--- src/rtc_defs.svh ---
// register indices, field positions, reset values and timing figures for the clock block
`ifndef RTC_DEFS_SVH
`define RTC_DEFS_SVH

// register indices; the byte address is four times the index
`define RTC_IDX_CTRL       6'h00
`define RTC_IDX_TRIM       6'h01
`define RTC_IDX_SEC        6'h02
`define RTC_IDX_MIN        6'h03
`define RTC_IDX_HOUR       6'h04
`define RTC_IDX_DOW        6'h05
`define RTC_IDX_DATE       6'h06
`define RTC_IDX_MONTH      6'h07
`define RTC_IDX_YEAR       6'h08
`define RTC_IDX_COMP       6'h0b

// field positions
`define RTC_CTRL_RD        0
`define RTC_CTRL_WL        1
`define RTC_CTRL_CAL       2
`define RTC_COMP_CHG       2
`define RTC_TRIM_SIGN      5
`define RTC_TRIM_MAG_W     5

// reset values
`define RTC_CTRL_RST       3'h0
`define RTC_TRIM_RST       6'h00
`define RTC_COMP_RST       1'b0

// bcd limits of each field
`define RTC_BCD_NINE       4'h9
`define RTC_SEC_MIN        8'h00
`define RTC_SEC_MAX        8'h59
`define RTC_MIN_MIN        8'h00
`define RTC_MIN_MAX        8'h59
`define RTC_HOUR_MIN       8'h00
`define RTC_HOUR_MAX       8'h23
`define RTC_DOW_MIN        8'h01
`define RTC_DOW_MAX        8'h07
`define RTC_DATE_MIN       8'h01
`define RTC_DAYS_31        8'h31
`define RTC_DAYS_30        8'h30
`define RTC_DAYS_29        8'h29
`define RTC_DAYS_28        8'h28
`define RTC_MONTH_MIN      8'h01
`define RTC_MONTH_MAX      8'h12
`define RTC_YEAR_MIN       8'h00
`define RTC_YEAR_MAX       8'h99
`define RTC_FEB            8'h02
`define RTC_APR            8'h04
`define RTC_JUN            8'h06
`define RTC_SEP            8'h09
`define RTC_NOV            8'h11
`define RTC_LEAP_U0        4'h0
`define RTC_LEAP_U4        4'h4
`define RTC_LEAP_U8        4'h8
`define RTC_LEAP_U2        4'h2
`define RTC_LEAP_U6        4'h6

// crystal chain: 32768 edges per second, 15-bit divider
`define RTC_XTAL_HZ        32768
`define RTC_DIV_W          15
`define RTC_CAL_HZ         512
// divider bit that toggles at the calibration rate: 32768 / 512 = 64 = 2**6
`define RTC_CAL_BIT        5
`define RTC_TRIM_SLOT      6'h00
// trim window of 64 seconds; 9 pulses per step in 2**21 edges is about 4.3 ppm
`define RTC_TRIM_WIN_MAX   6'h3f
`define RTC_TRIM_PER_STEP  9'h009
`define RTC_STEP_NONE      2'h0
`define RTC_STEP_ONE       2'h1
`define RTC_STEP_TWO       2'h2

`endif

--- src/rtc_pkg.sv ---
// types shared by the clock block
package rtc_pkg;
	typedef logic [7:0] rtc_bcd_t;
	// time fields in holding and core order
	typedef enum {
		RTC_F_SEC,
		RTC_F_MIN,
		RTC_F_HOUR,
		RTC_F_DOW,
		RTC_F_DATE,
		RTC_F_MONTH,
		RTC_F_YEAR,
		RTC_F_NUM
	} rtc_field_e;
endpackage

--- src/rtc_bcd_counter.sv ---
// one bcd time field of the timekeeper core with load and wrap
`include "rtc_defs.svh"
module rtc_bcd_counter
	import rtc_pkg::*;
(
	input  wire logic     I_CLK,
	input  wire logic     I_RST,
	input  wire logic     i_inc,
	input  wire logic     i_load,
	input  wire rtc_bcd_t i_load_val,
	input  wire rtc_bcd_t i_min,
	input  wire rtc_bcd_t i_max,
	output rtc_bcd_t      o_val,
	output logic          o_wrap
);
	rtc_bcd_t val_reg;
	rtc_bcd_t val_next;
	logic     at_max;

	// >= rather than == so a date left above a shorter month still rolls
	assign at_max = (val_reg >= i_max);
	assign o_wrap = i_inc & ~i_load & at_max;
	assign o_val  = val_reg;

	// bcd increment with rollover to the field minimum
	always_comb
	begin
		val_next = val_reg;
		if (i_load)
			val_next = i_load_val;
		else if (i_inc)
		begin
			if (at_max)
				val_next = i_min;
			else if (val_reg[3:0] == `RTC_BCD_NINE)
				val_next = {val_reg[7:4] + 4'h1, 4'h0};
			else
				val_next = {val_reg[7:4], val_reg[3:0] + 4'h1};
		end
	end

	always_ff @(posedge I_CLK)
	begin
		if (I_RST)
			val_reg <= i_min;
		else
			val_reg <= val_next;
	end
endmodule

--- src/rtc_timekeeper.sv ---
// real-time clock: crystal divider with trim, bcd core, holding registers, apb slave
//
// Notes on behaviour
// divide crystal edges down to one-second tick
// readable writable holding registers for all fields
// read bit rising copies core into holding
// pending tick lands in core before capture
// holding frozen until read bit cleared
// write lock keeps holding registers from overwrite; a lock set in the same write as the read bit still lets the snapshot in
// clearing write lock loads holding into core
// host writes only legal time values
// core advances every tick unless locked
// companion bit two drives backup charge enable
// lithium systems keep charge enable cleared
// calibration bit gives shared pin to calibration
// calibration drives 512 Hz square on pin
// trim adds or removes divider pulses
// sign one adds pulses, zero removes
// trim magnitude and sign in trim register
// trim writes accepted only in calibration mode
// clearing calibration returns pin to comparator
// each trim step about 4.29 ppm
// calibration enable is control bit two
// read bit 0, lock bit 1, reset zero
// bcd fields with correct calendar rollover
`include "rtc_defs.svh"
module rtc_timekeeper
	import rtc_pkg::*;
(
	input  wire logic        I_CLK,
	input  wire logic        I_RST,
	input  wire logic        I_XTAL,
	input  wire logic        I_PF_CMP,
	input  wire logic        I_PSEL,
	input  wire logic        I_PENABLE,
	input  wire logic        I_PWRITE,
	input  wire logic [7:0]  I_PADDR,
	input  wire logic [31:0] I_PWDATA,
	output logic [31:0]      O_PRDATA,
	output logic             O_PREADY,
	output logic             O_PSLVERR,
	output logic             O_TRIM_OR_PF,
	output logic             O_BACKUP_CHARGE_EN
);
	localparam int NF = int'(RTC_F_NUM);

	// control, trim and companion registers
	logic [2:0]                 ctrl_reg;
	logic [2:0]                 ctrl_next;
	logic [`RTC_TRIM_MAG_W-1:0] trim_mag_reg;
	logic [`RTC_TRIM_MAG_W-1:0] trim_mag_next;
	logic                       trim_sign_reg;
	logic                       trim_sign_next;
	logic                       chg_reg;
	logic                       chg_next;
	rtc_bcd_t                   hold_reg [NF];
	rtc_bcd_t                   hold_next [NF];
	logic                       snap_reg;
	logic                       snap_next;
	logic [31:0]                rdata_reg;
	logic [31:0]                rdata_next;
	logic                       pin_reg;
	logic                       pin_next;

	// divider and trim state
	logic                       xtal_reg;
	logic [`RTC_DIV_W-1:0]      div_reg;
	logic [`RTC_DIV_W-1:0]      div_next;
	logic [5:0]                 win_reg;
	logic [5:0]                 win_next;
	logic [8:0]                 pend_reg;
	logic [8:0]                 pend_next;

	// bus decode and core wires
	logic [5:0]                 idx;
	logic                       addr_ok;
	logic                       acc;
	logic                       wr;
	logic                       rd_rise;
	logic                       wl_fall;
	logic                       xtal_rise;
	logic [1:0]                 step;
	logic [`RTC_DIV_W:0]        div_sum;
	logic                       sec_tick;
	logic                       leap;
	rtc_bcd_t                   date_max;
	rtc_bcd_t                   core_val [NF];
	rtc_bcd_t                   f_min [NF];
	rtc_bcd_t                   f_max [NF];
	logic [NF-1:0]              f_inc;
	logic [NF-1:0]              f_wrap;

	// zero-wait slave: every access completes in its first access cycle
	assign O_PREADY  = 1'b1;
	assign idx       = I_PADDR[7:2];
	assign acc       = I_PSEL & I_PENABLE;
	assign wr        = acc & I_PWRITE & addr_ok;
	assign O_PSLVERR = acc & ~addr_ok;
	assign O_PRDATA  = rdata_reg;

	// address decode; misaligned or unmapped addresses answer with an error
	always_comb
	begin
		addr_ok = 1'b0;
		if (I_PADDR[1:0] == 2'h0)
		begin
			case (idx)
				`RTC_IDX_CTRL, `RTC_IDX_TRIM, `RTC_IDX_SEC, `RTC_IDX_MIN,
				`RTC_IDX_HOUR, `RTC_IDX_DOW, `RTC_IDX_DATE, `RTC_IDX_MONTH,
				`RTC_IDX_YEAR, `RTC_IDX_COMP: addr_ok = 1'b1;
				default: addr_ok = 1'b0;
			endcase
		end
	end

	// read bit rising edge
	assign rd_rise = wr & (idx == `RTC_IDX_CTRL) & I_PWDATA[`RTC_CTRL_RD] & ~ctrl_reg[`RTC_CTRL_RD];
	// lock falling edge
	assign wl_fall = wr & (idx == `RTC_IDX_CTRL) & ~I_PWDATA[`RTC_CTRL_WL] & ctrl_reg[`RTC_CTRL_WL];

	// software-facing registers and read data
	always_comb
	begin
		ctrl_next      = ctrl_reg;
		trim_mag_next  = trim_mag_reg;
		trim_sign_next = trim_sign_reg;
		chg_next       = chg_reg;
		hold_next      = hold_reg;
		rdata_next     = rdata_reg;
		// capture a cycle after the read bit rose so a tick of that cycle is already in
		// tick before capture
		// one copy per rise
		// no snapshot if the lock bit was already set before the write that raises the read bit
		snap_next      = rd_rise & ~ctrl_reg[`RTC_CTRL_WL];
		// copy core into holding
		if (snap_reg)
			hold_next = core_val;
		if (wr)
		begin
			case (idx)
				// control bits
				`RTC_IDX_CTRL: ctrl_next = I_PWDATA[2:0];
				`RTC_IDX_TRIM:
				begin
					// trim writes gated
					if (ctrl_reg[`RTC_CTRL_CAL])
					begin
						// trim fields
						trim_mag_next  = I_PWDATA[`RTC_TRIM_MAG_W-1:0];
						trim_sign_next = I_PWDATA[`RTC_TRIM_SIGN];
					end
				end
				// charge enable bit
				`RTC_IDX_COMP: chg_next = I_PWDATA[`RTC_COMP_CHG];
				// holding registers written
				default: hold_next[int'(idx) - int'(`RTC_IDX_SEC)] = I_PWDATA[7:0];
			endcase
		end
		// read data is fetched in the setup cycle so it stands through the access cycle
		if (I_PSEL & ~I_PENABLE)
		begin
			rdata_next = 32'h0000_0000;
			case (idx)
				`RTC_IDX_CTRL: rdata_next[2:0] = ctrl_reg;
				`RTC_IDX_TRIM: rdata_next[5:0] = {trim_sign_reg, trim_mag_reg};
				`RTC_IDX_COMP: rdata_next[`RTC_COMP_CHG] = chg_reg;
				`RTC_IDX_SEC, `RTC_IDX_MIN, `RTC_IDX_HOUR, `RTC_IDX_DOW,
				`RTC_IDX_DATE, `RTC_IDX_MONTH, `RTC_IDX_YEAR:
					rdata_next[7:0] = hold_reg[int'(idx) - int'(`RTC_IDX_SEC)];
				default: rdata_next = 32'h0000_0000;
			endcase
			if (~addr_ok) // a misaligned word would otherwise show its neighbour
				rdata_next = 32'h0000_0000;
		end
	end

	always_ff @(posedge I_CLK)
	begin
		if (I_RST)
		begin
			ctrl_reg      <= `RTC_CTRL_RST;
			{trim_sign_reg, trim_mag_reg} <= `RTC_TRIM_RST;
			chg_reg       <= `RTC_COMP_RST;
			snap_reg      <= 1'b0;
			rdata_reg     <= 32'h0000_0000;
			hold_reg      <= '{default: 8'h00};
		end
		else
		begin
			ctrl_reg      <= ctrl_next;
			trim_mag_reg  <= trim_mag_next;
			trim_sign_reg <= trim_sign_next;
			chg_reg       <= chg_next;
			snap_reg      <= snap_next;
			rdata_reg     <= rdata_next;
			hold_reg      <= hold_next;
		end
	end

	// crystal edge: the pin is already synchronous, one flop gives the edge
	assign xtal_rise = I_XTAL & ~xtal_reg;
	assign div_sum   = {1'b0, div_reg} + {{(`RTC_DIV_W - 1){1'b0}}, step};
	// one second per wrap
	assign sec_tick  = xtal_rise & div_sum[`RTC_DIV_W];

	// trim: each 64 s window, added pulses come one per 64-count divider slot, removed ones back to back in one slot
	always_comb
	begin
		step      = `RTC_STEP_ONE;
		pend_next = pend_reg;
		win_next  = win_reg;
		div_next  = div_reg;
		if (xtal_rise)
		begin
			// add or drop a pulse
			if ((div_reg[5:0] == `RTC_TRIM_SLOT) && (pend_reg != 9'h000))
			begin
				// sign picks direction
				step      = trim_sign_reg ? `RTC_STEP_TWO : `RTC_STEP_NONE;
				pend_next = pend_reg - 9'h001;
			end
			div_next = div_sum[`RTC_DIV_W-1:0];
		end
		if (sec_tick)
		begin
			win_next = win_reg + 6'h01;
			// steps per window
			if (win_reg == `RTC_TRIM_WIN_MAX)
				pend_next = {4'h0, trim_mag_reg} * `RTC_TRIM_PER_STEP;
		end
	end

	always_ff @(posedge I_CLK)
	begin
		if (I_RST)
		begin
			xtal_reg <= 1'b0;
			div_reg  <= '0;
			win_reg  <= 6'h00;
			pend_reg <= 9'h000;
		end
		else
		begin
			xtal_reg <= I_XTAL;
			div_reg  <= div_next;
			win_reg  <= win_next;
			pend_reg <= pend_next;
		end
	end

	// leap years in 2000-2099: bcd year divisible by four
	assign leap = (~core_val[RTC_F_YEAR][4] & ((core_val[RTC_F_YEAR][3:0] == `RTC_LEAP_U0)
		| (core_val[RTC_F_YEAR][3:0] == `RTC_LEAP_U4) | (core_val[RTC_F_YEAR][3:0] == `RTC_LEAP_U8)))
		| (core_val[RTC_F_YEAR][4] & ((core_val[RTC_F_YEAR][3:0] == `RTC_LEAP_U2)
		| (core_val[RTC_F_YEAR][3:0] == `RTC_LEAP_U6)));

	// month lengths and carry chain
	always_comb
	begin
		case (core_val[RTC_F_MONTH])
			`RTC_FEB: date_max = leap ? `RTC_DAYS_29 : `RTC_DAYS_28;
			`RTC_APR, `RTC_JUN, `RTC_SEP, `RTC_NOV: date_max = `RTC_DAYS_30;
			default: date_max = `RTC_DAYS_31;
		endcase
		f_min[RTC_F_SEC]   = `RTC_SEC_MIN;
		f_max[RTC_F_SEC]   = `RTC_SEC_MAX;
		f_min[RTC_F_MIN]   = `RTC_MIN_MIN;
		f_max[RTC_F_MIN]   = `RTC_MIN_MAX;
		f_min[RTC_F_HOUR]  = `RTC_HOUR_MIN;
		f_max[RTC_F_HOUR]  = `RTC_HOUR_MAX;
		f_min[RTC_F_DOW]   = `RTC_DOW_MIN;
		f_max[RTC_F_DOW]   = `RTC_DOW_MAX;
		f_min[RTC_F_DATE]  = `RTC_DATE_MIN;
		f_max[RTC_F_DATE]  = date_max;
		f_min[RTC_F_MONTH] = `RTC_MONTH_MIN;
		f_max[RTC_F_MONTH] = `RTC_MONTH_MAX;
		f_min[RTC_F_YEAR]  = `RTC_YEAR_MIN;
		f_max[RTC_F_YEAR]  = `RTC_YEAR_MAX;
		// core halts while locked
		f_inc[RTC_F_SEC]   = sec_tick & ~ctrl_reg[`RTC_CTRL_WL];
		f_inc[RTC_F_MIN]   = f_wrap[RTC_F_SEC];
		f_inc[RTC_F_HOUR]  = f_wrap[RTC_F_MIN];
		f_inc[RTC_F_DOW]   = f_wrap[RTC_F_HOUR];
		f_inc[RTC_F_DATE]  = f_wrap[RTC_F_HOUR];
		f_inc[RTC_F_MONTH] = f_wrap[RTC_F_DATE];
		f_inc[RTC_F_YEAR]  = f_wrap[RTC_F_MONTH];
	end

	// one bcd counter per field; the lock release loads all of them at once
	genvar gi;
	generate
		for (gi = 0; gi < NF; gi++)
		begin : g_field
			rtc_bcd_counter u_cnt (
				.I_CLK      (I_CLK),
				.I_RST      (I_RST),
				.i_inc      (f_inc[gi]),
				.i_load     (wl_fall),
				.i_load_val (hold_reg[gi]),
				.i_min      (f_min[gi]),
				.i_max      (f_max[gi]),
				.o_val      (core_val[gi]),
				.o_wrap     (f_wrap[gi])
			);
		end
	endgenerate

	// shared pin; registered so the pin never glitches when the mode changes
	always_comb
	begin
		// calibration owns the pin
		// mode bit two
		if (ctrl_reg[`RTC_CTRL_CAL])
			// 512 Hz square
			pin_next = div_reg[`RTC_CAL_BIT];
		else
			// comparator restored
			pin_next = I_PF_CMP;
	end

	always_ff @(posedge I_CLK)
	begin
		if (I_RST)
			pin_reg <= 1'b0;
		else
			pin_reg <= pin_next;
	end

	assign O_TRIM_OR_PF       = pin_reg;
	// charge source switch
	assign O_BACKUP_CHARGE_EN = chg_reg;
endmodule

--- config.mk ---
export PLATFORM = sky130hd
export DESIGN_NAME = rtc_timekeeper
export DESIGN_NICKNAME = d
export VERILOG_FILES = /design/src/rtc_pkg.sv /design/src/rtc_bcd_counter.sv /design/src/rtc_timekeeper.sv
export VERILOG_INCLUDE_DIRS = /design/src
export SDC_FILE = /design/constraint.sdc
export NUM_CORES = 1
export LEC_CHECK = 0
export BUFFER_PORTS_ARGS = -buffer_cell sky130_fd_sc_hd__buf_4
export CAP_MARGIN = 20
export CORE_MARGIN = 1.5
export CORE_UTILIZATION = 55
export CTS_BUF_LIST = sky130_fd_sc_hd__clkbuf_4 sky130_fd_sc_hd__clkbuf_8
export DETAILED_ROUTE_END_ITERATION = 10
export GPL_TIMING_DRIVEN = 1
export PLACE_DENSITY = 0.72
export SKIP_LAST_GASP = 1
export SLEW_MARGIN = 20
export SYNTH_ARGS = -nofsm -noshare
export SYNTH_HDL_FRONTEND = slang
export SYNTH_SLANG_ARGS = --single-unit
--- constraint.sdc ---
create_clock -name I_CLK -period 5.5 [get_ports I_CLK]
set_input_delay 1.65 -clock I_CLK [delete_from_list [all_inputs] [get_ports I_CLK]]
set_output_delay 1.65 -clock I_CLK [all_outputs]
set_load 0.05 [all_outputs]
# Word-level counts from Yosys, hierarchy flattened
# Memory sizes are Yosys's and may differ from the RTL's.
# Cells that the tools add are included.
# op_classes
n_addsub	18
mul	1
order_cmp	9
n_eq_ne	26
muxes	54
bitwise	39
n_reduce_logical	34
# op_table
operator	n
8-bit 2-to-1 mux	32
56-bit 2-to-1 mux	3
4-bit by 1-bit adder with 4-bit output, second input constant	14
56-bit bitwise mux	1
9-bit 2-to-1 mux	4
4-bit equality test, second input constant	8
32-bit by 4-bit >= comparator with 1-bit output, second input constant	1
32-bit by 1-bit less-than comparator with 1-bit output, second input constant	1
32-bit NOT	1
1-bit bitwise AND	26
8-bit binary-select mux with 3-bit select	1
8-bit demux with 3-bit select	1
6-bit by 3-bit equality test with 1-bit output, second input constant	4
3-bit nonzero test	7
2-bit AND reduction	9
15-bit by 2-bit adder with 16-bit output	1
8-bit by 3-bit equality test with 1-bit output, second input constant	2
8-bit by 7-bit >= comparator with 1-bit output, second input constant	2
6-bit by 2-bit equality test with 1-bit output, second input constant	2
6-bit by 4-bit equality test with 1-bit output, second input constant	2
6-bit logical NOT	2
2-bit nonzero test	6
5-bit case mux with 2 select lines	1
5-bit by 4-bit multiplier with 9-bit output, second input constant	1
other kinds (30)	49
# word_totals
regBits	187
mem_bits_ro	16
in_bits	47
output_inout_bits	36
mem_count	1
# mem_list
memory	depth	word_bits	read_ports	rd_ports_with_merged_regs	write_ports	line	source
(name not given)	16	1	1	0	0	rtc_timekeeper.sv:107	case (idx)

# Logic depth before layout (Yosys ltp)
# Gate-level depths: netlist (run 1).
# logic_depth
depth_word	20
depth_mapped	15

# Modules after synthesis
# Synthesis (run 1) repeated with hierarchy kept, for this count alone.
# hier_totals
hier_cells	1247
area_unflattened_um2	11895.2
# modules_own_cells
mod	n_inst	cells_per_inst	area_per_inst_um2	seq_area_each_um2
rtc_timekeeper	1	666	6246.0	2142.1
rtc_bcd_counter	7	83	807.0	240.2

# Worst setup path after synthesis (run 1)
# OpenSTA, ideal clock, no wires.
# synth_timing
path_kind	input-to-output
startpoint	in I_PADDR[3]
endpoint	out O_PSLVERR
t_arrival_ns	3.514
setup_slack_ns	0.336
path_stages	8
n_path_buf	3
path_cell_list	clkbuf_1 inv_1 clkbuf_1 ha_1 o21ai_0 nand2b_4 buf_6 and3_1
# synth_via
elab_chain_len	5
# synth_rtl
item	line	source
start, declared	rtc_timekeeper.sv:37	input wire logic [7:0] I_PADDR,
memory 16 x 1 bit	--	
1-bit 2-to-1 mux	rtc_timekeeper.sv:107	
1-bit 2-to-1 mux	rtc_timekeeper.sv:105	if (I_PADDR[1:0] == 2'h0)
1-bit NOT	--	
1-bit bitwise AND	rtc_timekeeper.sv:98	assign O_PSLVERR = acc & ~addr_ok;
end, declared	rtc_timekeeper.sv:41	output logic O_PSLVERR,
# Every way passes these cells.

# Worst setup path in the final report (run 1)
# layout_timing
startpoint	in I_PADDR[2]
endpoint	out O_PSLVERR
# Same word-level chain as after synthesis.

==> metrics.csv, run 1 <==
stage,metric,value,unit
run_status,run_status,"complete, no violations",
timing,fin_tns_setup,0,ns
die,die_x,136.9,um
cells_and_area,area_delta_synth_final,6.189,%
clock_network,htree_levels,4,
timing,clock_skew,0.01683,ns
critical_path,crit_path_start,I_PADDR[2],
yosys,synth.top_cells.by_area,"dfxtp_1, mux2i_1, ha_1",
yosys,synth_cell_type_count,78,
flow_run,maxCapViolations,0,
clock_network,clock_sinks,163,
yosys,synth_enable_flop_cells,0,
yosys,synth_seq_area_share,33.08,%
min_path,min_from,g_field[4].u_cnt.o_val[6],
route,wl_per_cell,19.16,um
die,ios,83,
die,num_rows,48,
clock_network,cts_buffers,17,
yosys,yosys.cell_count.top_type,dfxtp_1,
placed_design,io_buffer_count,33,
route,drc,0,
clock_network,max-clock-path-buffers,2,
global_route,grt_usage,29.26,%
timing,finalCritPeriodShare,90.00,%
timing,finalHoldViolations,0,
cells_and_area,final_layout_size_suffix_gt1_share,10.56,%
critical_path,rrSetupSlack,1.47,ns
clock_network,post_cts.repair.setup_buffers,0,
critical_path,cp-end-kind,output port,
critical_path,timing.rr.end,g_field[5].u_cnt.o_val[1],
cells_and_area,diodes,0,
critical_path,cp_common_cell,buf_4,
cells_and_area,stdcell_area,0.01048,mm^2
cells_and_area,finalNonFillerCells,1390,
clock_network,cts_tree,done,
placed_design,place_area,0.01005,mm^2
placed_design,placedCellCount,1359,
route,vias,8663,
critical_path,arrival,3.30,ns
clock_network,insertion_delay,0.47,ns
yosys,synth_commonest_cells,"dfxtp_1, nand2_1, nor2_1",
yosys,synthArstFlopShare,0,%
critical_path,critPathKind,in -> out,
route,ant_nets,0,
critical_path,path_cells,buf_4 -> inv_1 -> ha_1 -> o21ai_0 -> nand2b_4 -> and3_1 -> buf_4,
cells_and_area,nNetsFinal,1244,
critical_path,critical-path-max-stage-delay,0.36,ns
die,fp.dieArea,0.01875,mm^2
clock_network,ctsResizeCount,0,
global_route,grt_max_degree,57,
pwr,powerDensity,219.2,mW/mm^2
critical_path,r2r_cells,13,
global_route,overflow,0,
route,firstDrtPassIters,6,
yosys,synth_ff_type,dfxtp_1,
global_route,grt_pass1_wl,42.31,mm
critical_path,cp-endpoint,O_PSLVERR,
die,die_y,136.9,um
clock_network,postCtsHoldBufs,0,
route,dr.first_iter.drc_count,716,
critical_path,cp_slowest_cell,buf_4,
yosys,yosysTopAreaCellShare,33.08,%
route,wirelength,26.63,mm
timing,setup_violations,0,
yosys,netlist_area,0.009866,mm^2
clock_network,clk_pin_slew_worst_paths,0.08,ns
critical_path,cp.required,3.85,ns
pwr,ir_worst_vdd,182.5,uV
timing,finalCriticalPeriod,4.950,ns
placed_design,dp_hpwl,18.38,mm
global_route,grt_pass1_vias,7934,
timing,drv_slew,0,
die,initial_core_util,56.65,%
global_route,antenna_found_initial,0,
timing,fmaxAchievable,202.0,MHz
critical_path,path_buf_inv,3,
critical_path,start_kind,primary input,
critical_path,cp_num_cells,7,
timing,worst_pin_slew,1.155,ns
yosys,synth.avg_cell_area,8.505,um^2
critical_path,r2r-start,pend_reg[3],
timing,relSlewSlack,22.85,%
route,vias_per_cell,6.232,
min_path,min_path_type,reg -> reg,
timing,rsz0062_at_grt,no,
yosys,synth_area_leader_cell,dfxtp_1,
pwr,p_leak,3.719,nW
clock_network,cts_root_buffer,clkbuf_8,
die,core-area,0.01742,mm^2
yosys,synth_seq_cells,163,
yosys,ys_warn_count,0,
critical_path,critPathTopFamily,buffers and inverters,
placed_design,place_congestion,0.9190,
yosys,synth_cells,1160,
critical_path,crit_fanout,31,
## power by group
part	switching, mW	total, mW	internal, mW
Combinational	0.123	0.162	0.0382
Clock	0.455	0.952	0.498
Sequential	0.00175	1.18	1.18
## worst reg2reg max path, stage by stage (launching register included)
cell	delay, ns
dfxtp_1	0.34
or3_1	0.43
nor4b_1	0.69
nor2_1	0.15
nand2_1	0.15
inv_1	0.06
ha_1	0.27
a21oi_1	0.09
nor3_1	0.22
buf_4	0.22
nand4_1	0.48
o41ai_1	0.57
o211a_1	0.23
nor2_1	0.05
## final cells by class
cell class | count | area (um^2)
clock inverter | 9 | 127.6
sequential | 163 | 3267
tap | 225 | 281.5
multi-input combinational | 884 | 5989
inverter | 37 | 138.9
timing repair buffer | 50 | 375.4
clock buffer | 22 | 296.5
fill | 1559 | 6940
## worst min path at each step
stage	slack [ns]	cells after the start	to
2_1_floorplan	0.44	2	g_field[0].u_cnt.o_val[2]
3_3_place_gp	0.46	2	g_field[2].u_cnt.o_val[7]
3_5_place_dp	0.46	2	g_field[2].u_cnt.o_val[7]
4_1_cts	0.48	2	g_field[2].u_cnt.o_val[7]
5_1_grt	0.51	2	g_field[2].u_cnt.o_val[7]
6_report	0.48	2	g_field[4].u_cnt.o_val[6]
## cells in the final DEF (no fill, tap or decap), types with 4 or more instances in the layout
cell	instances
mux4_2	8
xor2_1	19
o41ai_1	4
nand3b_1	4
and2_1	7
nand4_1	18
nand2_1	121
a21o_1	10
and4_1	4
nor4b_1	5
clkbuf_8	21
or3_1	5
a211oi_1	20
or2_2	6
a22oi_1	8
nand3_1	38
o21ai_0	33
and3_1	13
a211oi_2	4
or4_1	6
ha_1	42
o31ai_1	64
nor3_1	24
a21oi_1	66
nor4_4	9
inv_1	37
o21ai_1	4
dfxtp_1	162
nor2b_1	13
a31oi_1	17
nand2b_1	9
nor4_1	9
o211ai_1	14
nor2_1	110
buf_4	50
mux2i_1	78
conb_1	25
xnor2_1	12
## cell families after synthesis
kind of cell               count (synthesis)  synth area share [%]
xor gates and xnor gates                  31                 2.752
AOI/OAI and AO/OA                        276                 18.97
other                                      2               0.07612
and+or+nand+nor                          420                 22.33
adders and majority gates                 44                 5.732
muxes                                     88                 9.968
buffers and inverters                    136                 7.089
DFF                                      163                 33.08
## routing by layer
layer	part of all wire (%)	vias up	GRT usage, %
li1	-	4143	-
met1	44	4157	38.44
met2	46	306	47.26
met3	6.3	57	5.074
met4	3.3	0	12.57
met5	0	-	0
## metrics by stage
step / total power [mW] / hold WS, ns / setup WS (ns) / utilization [%]
after floorplan: 1.338 / 0.4413 / 0.3356 / -
after global placement: 1.368 / 0.4593 / 0.5685 / 57.72
after detailed placement: 1.370 / 0.4607 / 0.5569 / 57.72
after CTS: 2.300 / 0.4753 / 0.5544 / 60.15
after global routing: 2.365 / 0.5121 / 0.4087 / 60.15
final: 2.296 / 0.4792 / 0.5502 / 60.15
Power figures use the tool's default switching activity.
==> inputs of run 2 (changes only) <==
Settings changed: CAP_MARGIN 20 to 0, PLACE_DENSITY 0.72 to 0.75.
Clock period 5.5 ns to 4.2 ns, I/O delays scaled along.
==> run 2 against run 1 <==
Net effect: global-route usage grew 0.17 points; sequential share of layout area fell by 0.27 points; hold slack better by 0.0031 ns; clock-buffer cell count fell by 2; total power is 28% higher; non-clock buffer count grew 14; die area unchanged; first-iteration DRC count increased by 7.5%; register-to-register slack lost 0.92 ns; via count rose by 1.1%; utilization increased by 0.52 points; design area rose by 0.86%; largest cell class unchanged.
==> metrics.csv, run 2 (synthesis gave the netlist of run 1 again) <==
stage,metric,value,unit,change
timing,drv_slew,0,,unchanged
clock_network,postCtsHoldBufs,0,,unchanged
cells_and_area,diodes,0,,unchanged
critical_path,cp_num_cells,7,,unchanged
flow_run,maxCapViolations,0,,unchanged
timing,fmaxAchievable,250.9,MHz,
clock_network,clock_sinks,163,,unchanged
critical_path,cp.required,2.94,ns,-0.91 ns
critical_path,crit_fanout,13,,-58%
cells_and_area,area_delta_synth_final,7.102,%,
route,wl_per_cell,19.02,um,-0.71%
critical_path,cp_slowest_cell,o21ai_0,,
critical_path,critPathKind,in -> out,,
cells_and_area,utilization,60.67,%,+0.52 points
pwr,power,2.929,mW,+28%
route,dr.first_iter.drc_count,770,,+7.5%
critical_path,path_cells,buf_4 -> inv_1 -> ha_1 -> o21ai_0 -> nand2b_4 -> and3_1 -> buf_4,,
placed_design,placedCellCount,1373,,+1.0%
clock_network,cts_tree,done,,
cells_and_area,finalNonFillerCells,1405,,+1.1%
timing,finalCritPeriodShare,94.89,%,
critical_path,start_kind,primary input,,
global_route,grt_usage,29.43,%,+0.17 points
timing,finalCriticalPeriod,3.985,ns,
cells_and_area,final_layout_size_suffix_gt1_share,11.69,%,+1.1 points
clock_network,htree_levels,4,,unchanged
cells_and_area,multiInputGateArea,0.005989,mm^2,unchanged
global_route,grt_pass1_vias,7947,,+0.16%
min_path,holdPathStages,2,,unchanged
timing,fin_ws,0.2148,ns,-0.3354 ns
cells_and_area,n_fill_cell,1563,,+0.26%
route,drc,0,,unchanged
clock_network,ctsResizeCount,0,,unchanged
placed_design,place_ws,0.1360,ns,-0.4208 ns
timing,fin_tns_setup,0,ns,unchanged
timing,clock_skew,0.01925,ns,+0.002426 ns
clock_network,cts_root_buffer,clkbuf_8,,
clock_network,insertion_delay,0.48,ns,about the same
clock_network,max-clock-path-buffers,2,,unchanged
global_route,antenna_found_initial,0,,unchanged
timing,setup_violations,0,,unchanged
timing,finalHoldViolations,0,,unchanged
cells_and_area,nNetsFinal,1258,,+1.1%
route,wirelength,26.73,mm,+0.36%
route,firstDrtPassIters,5,,-1
critical_path,crit_path_start,I_PADDR[3],,
global_route,overflow,0,,unchanged
clock_network,clk_pin_slew_worst_paths,0.09,ns,about the same
critical_path,r2r_cells,14,,+1
critical_path,r2r-start,pend_reg[3],,
die,initial_core_util,56.65,%,unchanged
die,num_rows,48,,unchanged
critical_path,critPathTopFamily,buffers and inverters,,
min_path,min_from,hold_reg[50],,
global_route,grt_pass1_wl,42.52,mm,+0.49%
pwr,p_leak,3.789,nW,+1.9%
critical_path,cp-end-kind,output port,,
placed_design,place_congestion,0.9178,,-0.13%
die,die_y,136.9,um,unchanged
placed_design,io_buffer_count,33,,unchanged
critical_path,critical-path-max-stage-delay,0.35,ns,about the same
die,ios,83,,unchanged
cells_and_area,register_area,0.003267,mm^2,unchanged
timing,relSlewSlack,28.03,%,+5.2 points
cells_and_area,final_cell_mix,"dfxtp_1, nand2_1, nor2_1, mux2i_1, a21oi_1",,
die,core-area,0.01742,mm^2,unchanged
route,ant_nets,0,,unchanged
pwr,ir_worst_vdd,232.7,uV,+27%
timing,worst_pin_slew,1.080,ns,-0.07535 ns
critical_path,path_buf_inv,3,,unchanged
critical_path,cp_common_cell,buf_4,,
critical_path,arrival,2.73,ns,-0.57 ns
die,fp.dieArea,0.01875,mm^2,unchanged
timing,rsz0062_at_grt,no,,
clock_network,post_cts.repair.setup_buffers,0,,unchanged
die,die_x,136.9,um,unchanged
placed_design,dp_hpwl,18.29,mm,-0.49%
global_route,grt_max_degree,57,,unchanged
route,vias_per_cell,6.233,,about the same
pwr,powerDensity,277.2,mW/mm^2,+26%
run_status,run_status,"complete, no violations",,
route,vias,8757,,+1.1%
cells_and_area,layout_commonest_cell,dfxtp_1,,
min_path,min_path_type,reg -> reg,,
clock_network,cts_buffers,17,,unchanged
## run 2: path summary, 6_finish.rpt
kind	end	slack [ns]
worst max register to register	g_field[5].u_cnt.o_val[4]	0.55
worst min-delay path	g_field[0].u_cnt.o_val[2]	0.48
worst max-delay path	O_PSLVERR	0.21
worst min register to register	g_field[0].u_cnt.o_val[2]	0.48
## run 2: worst min-delay path: cells and delay by family, from the launching register on
| family | cells | cell delay (ns) |
|---|---|---|
| DFF | 1 | 0.33 |
| AOI/OAI and AO/OA | 1 | 0.05 |
| and+or+nand+nor | 1 | 0.06 |
## run 2: report_power, final
| group | internal, mW | switching [mW] | total, mW |
|---|---|---|---|
| combinational | 0.0507 | 0.162 | 0.213 |
| clock | 0.566 | 0.603 | 1.17 |
| sequential | 1.55 | 0.00217 | 1.55 |
| total | 2.16 | 0.767 | 2.93 |
## run 2: layer usage
metal	GRT usage (%)	vias to the layer above	share of wire (%)
met2	47.07	322	47
met4	11.58	0	3.0
met1	38.34	4196	43
li1	-	4176	-
met5	0	-	0
met3	6.963	63	7.0
## run 2: cell type report
cell class,instances,area share [%]
Sequential cell,163,30.92
Tap cell,225,2.664
Multi-Input combinational cell,884,56.68
Inverter,37,1.314
Clock inverter,12,1.208
Timing Repair Buffer,64,4.665
Clock buffer,20,2.546
## run 2: through the flow
step,hold slack [ns],cell area (um^2)
CTS,0.4798,10570
finish,0.4823,10570
detailed placement,0.4660,10170
global placement,0.4594,10170
global route,0.5042,10570
floorplan,0.4413,9955
==> inputs of run 3 (changes only) <==
Settings changed: BUFFER_PORTS_ARGS -buffer_cell sky130_fd_sc_hd__buf_4 to -buffer_cell sky130_fd_sc_hd__buf_2.
Clock period 4.2 ns to 3.55 ns, I/O delays scaled along.
==> run 3 against run 2 <==
Net effect: hold slack worse by 0.0018 ns; critical path type unchanged; critical endpoint unchanged; total power is 22% higher; routed wire length barely moved.
==> metrics.csv, run 3 (synthesis gave the netlist of run 1 again) <==
stage,metric,value,unit,change
clock_network,insertion_delay,0.49,ns,about the same
global_route,grt_usage,29.16,%,-0.27 points
timing,finalCriticalPeriod,3.366,ns,
timing,relSlewSlack,29.24,%,+1.2 points
clock_network,postCtsHoldBufs,0,,unchanged
route,dr.first_iter.drc_count,870,,+13%
critical_path,start_kind,primary input,,
cells_and_area,finalNonFillerCells,1439,,+2.4%
pwr,powerDensity,330.9,mW/mm^2,+19%
placed_design,place_congestion,0.9063,,-1.3%
route,wl_met1,11.59,mm,+0.84%
cells_and_area,final_cell_mix,"dfxtp_1, nand2_1, nor2_1, mux2i_1, a21oi_1",,
route,top_layer,met4,,
timing,rsz0062_at_grt,no,,
timing,drv_slew,0,,unchanged
placed_design,place_ws,-0.1069,ns,-0.2429 ns
route,drc,0,,unchanged
clock_network,post_cts.repair.setup_buffers,0,,unchanged
die,ios,83,,unchanged
cells_and_area,diodes,0,,unchanged
timing,finalCritPeriodShare,94.81,%,
global_route,grt_max_degree,57,,unchanged
clock_network,clock_sinks,163,,unchanged
timing,fmaxAchievable,297.1,MHz,
route,wl_met2,12.49,mm,-0.51%
placed_design,dp_hpwl,18.81,mm,+2.9%
run_status,run_status,"complete, no violations",,
timing,fin_tns_setup,0,ns,unchanged
route,wirelength,26.75,mm,about the same
timing,clock_skew,0.01933,ns,+0.00007920 ns
timing,fin_ws,0.1841,ns,-0.03069 ns
min_path,min_path_type,reg -> reg,,
cells_and_area,final_layout_size_suffix_gt1_share,14.66,%,+3.0 points
flow_run,maxCapViolations,0,,unchanged
clock_network,clk_pin_slew_worst_paths,0.08,ns,about the same
placed_design,place_area,0.01040,mm^2,+2.2%
critical_path,arrival,2.30,ns,-0.43 ns
route,firstDrtPassIters,6,,+1
critical_path,cp-end-kind,output port,,
critical_path,critPathKind,in -> out,,
cells_and_area,nNetsFinal,1292,,+2.7%
placed_design,placedCellCount,1407,,+2.5%
cells_and_area,area_delta_synth_final,9.918,%,
clock_network,cts_tree,done,,
die,die_y,136.9,um,unchanged
global_route,grt_pass1_wl,42.32,mm,-0.45%
clock_network,ctsResizeCount,0,,unchanged
clock_network,cts_buffers,17,,unchanged
die,num_rows,48,,unchanged
global_route,overflow,0,,unchanged
pwr,ir_worst_vdd,276.1,uV,+19%
die,core-area,0.01742,mm^2,unchanged
route,wl_per_cell,18.59,um,-2.3%
route,vias,8790,,+0.38%
cells_and_area,layout_commonest_cell,dfxtp_1,,
route,wl_met3,2.001,mm,+6.2%
route,vias_per_cell,6.108,,-2.0%
die,die_x,136.9,um,unchanged
clock_network,htree_levels,4,,unchanged
timing,finalHoldViolations,0,,unchanged
route,ant_nets,0,,unchanged
critical_path,cp.required,2.48,ns,-0.46 ns
timing,worst_pin_slew,1.061,ns,-0.01814 ns
pwr,p_leak,3.971,nW,+4.8%
clock_network,cts_root_buffer,clkbuf_8,,
timing,setup_violations,0,,unchanged
cells_and_area,stdcell_area,0.01084,mm^2,+2.6%
global_route,antenna_found_initial,0,,unchanged
global_route,grt_pass1_vias,8081,,+1.7%
placed_design,io_buffer_count,33,,unchanged
clock_network,max-clock-path-buffers,2,,unchanged
die,fp.dieArea,0.01875,mm^2,unchanged
die,initial_core_util,56.65,%,unchanged
critical_path,crit_fanout,8,,-5
==> run 3: changes by cell type in the layout (fill, tap and decap cells not counted), sizes merged <==
cell / delta
buf: +34
clkbuf: +1
bufinv: +1
inv: -2
clkinvlp: +2
clkinv: -2
==> run 3: report_power, final <==
part	switching [mW]	internal (mW)
Sequential	0.00240	1.83
Clock	0.732	0.762
Combinational	0.197	0.0666
==> run 3: worst max-delay path, cell delays in order <==
cell,delay (ns)
buf_2,0.10
or4_4,0.54
nand2b_4,0.21
and3_4,0.19
buf_2,0.20
==> run 3: layout make-up <==
class | instances | area, um^2
Clock buffer | 21 | 282.8
Clock inverter | 11 | 152.6
Fill cell | 1522 | 6573
Inverter | 37 | 138.9
Multi-Input combinational cell | 884 | 6028
Sequential cell | 163 | 3267
Tap cell | 225 | 281.5
Timing Repair Buffer | 98 | 693.2
==> run 3: path summary, 6_finish.rpt <==
path	from	endpoint	slack [ns]	depth (start not counted)
min reg2reg	hold_reg[15]	g_field[5].u_cnt.o_val[7]	0.48	2
max	I_PADDR[1]	O_PSLVERR	0.18	5
max reg2reg	pend_reg[3]	g_field[4].u_cnt.o_val[1]	0.21	13
min	hold_reg[15]	g_field[5].u_cnt.o_val[7]	0.48	2
==> run 3: stage by stage <==
stage | hold slack (ns) | power [mW] | utilization [%]
floorplan | 0.4413 | 2.077 | -
global placement | 0.4603 | 2.130 | 59.70
detailed placement | 0.4602 | 2.132 | 59.70
CTS | 0.4752 | 3.597 | 62.20
global route | 0.4944 | 3.677 | 62.26
finish | 0.4804 | 3.588 | 62.26
==> run 3: per-layer routing <==
metal,track usage (%),up-vias
met4,10.23,0
met1,38.45,4144
li1,-,4252
met2,47.71,341
met5,0,-
met3,5.481,53
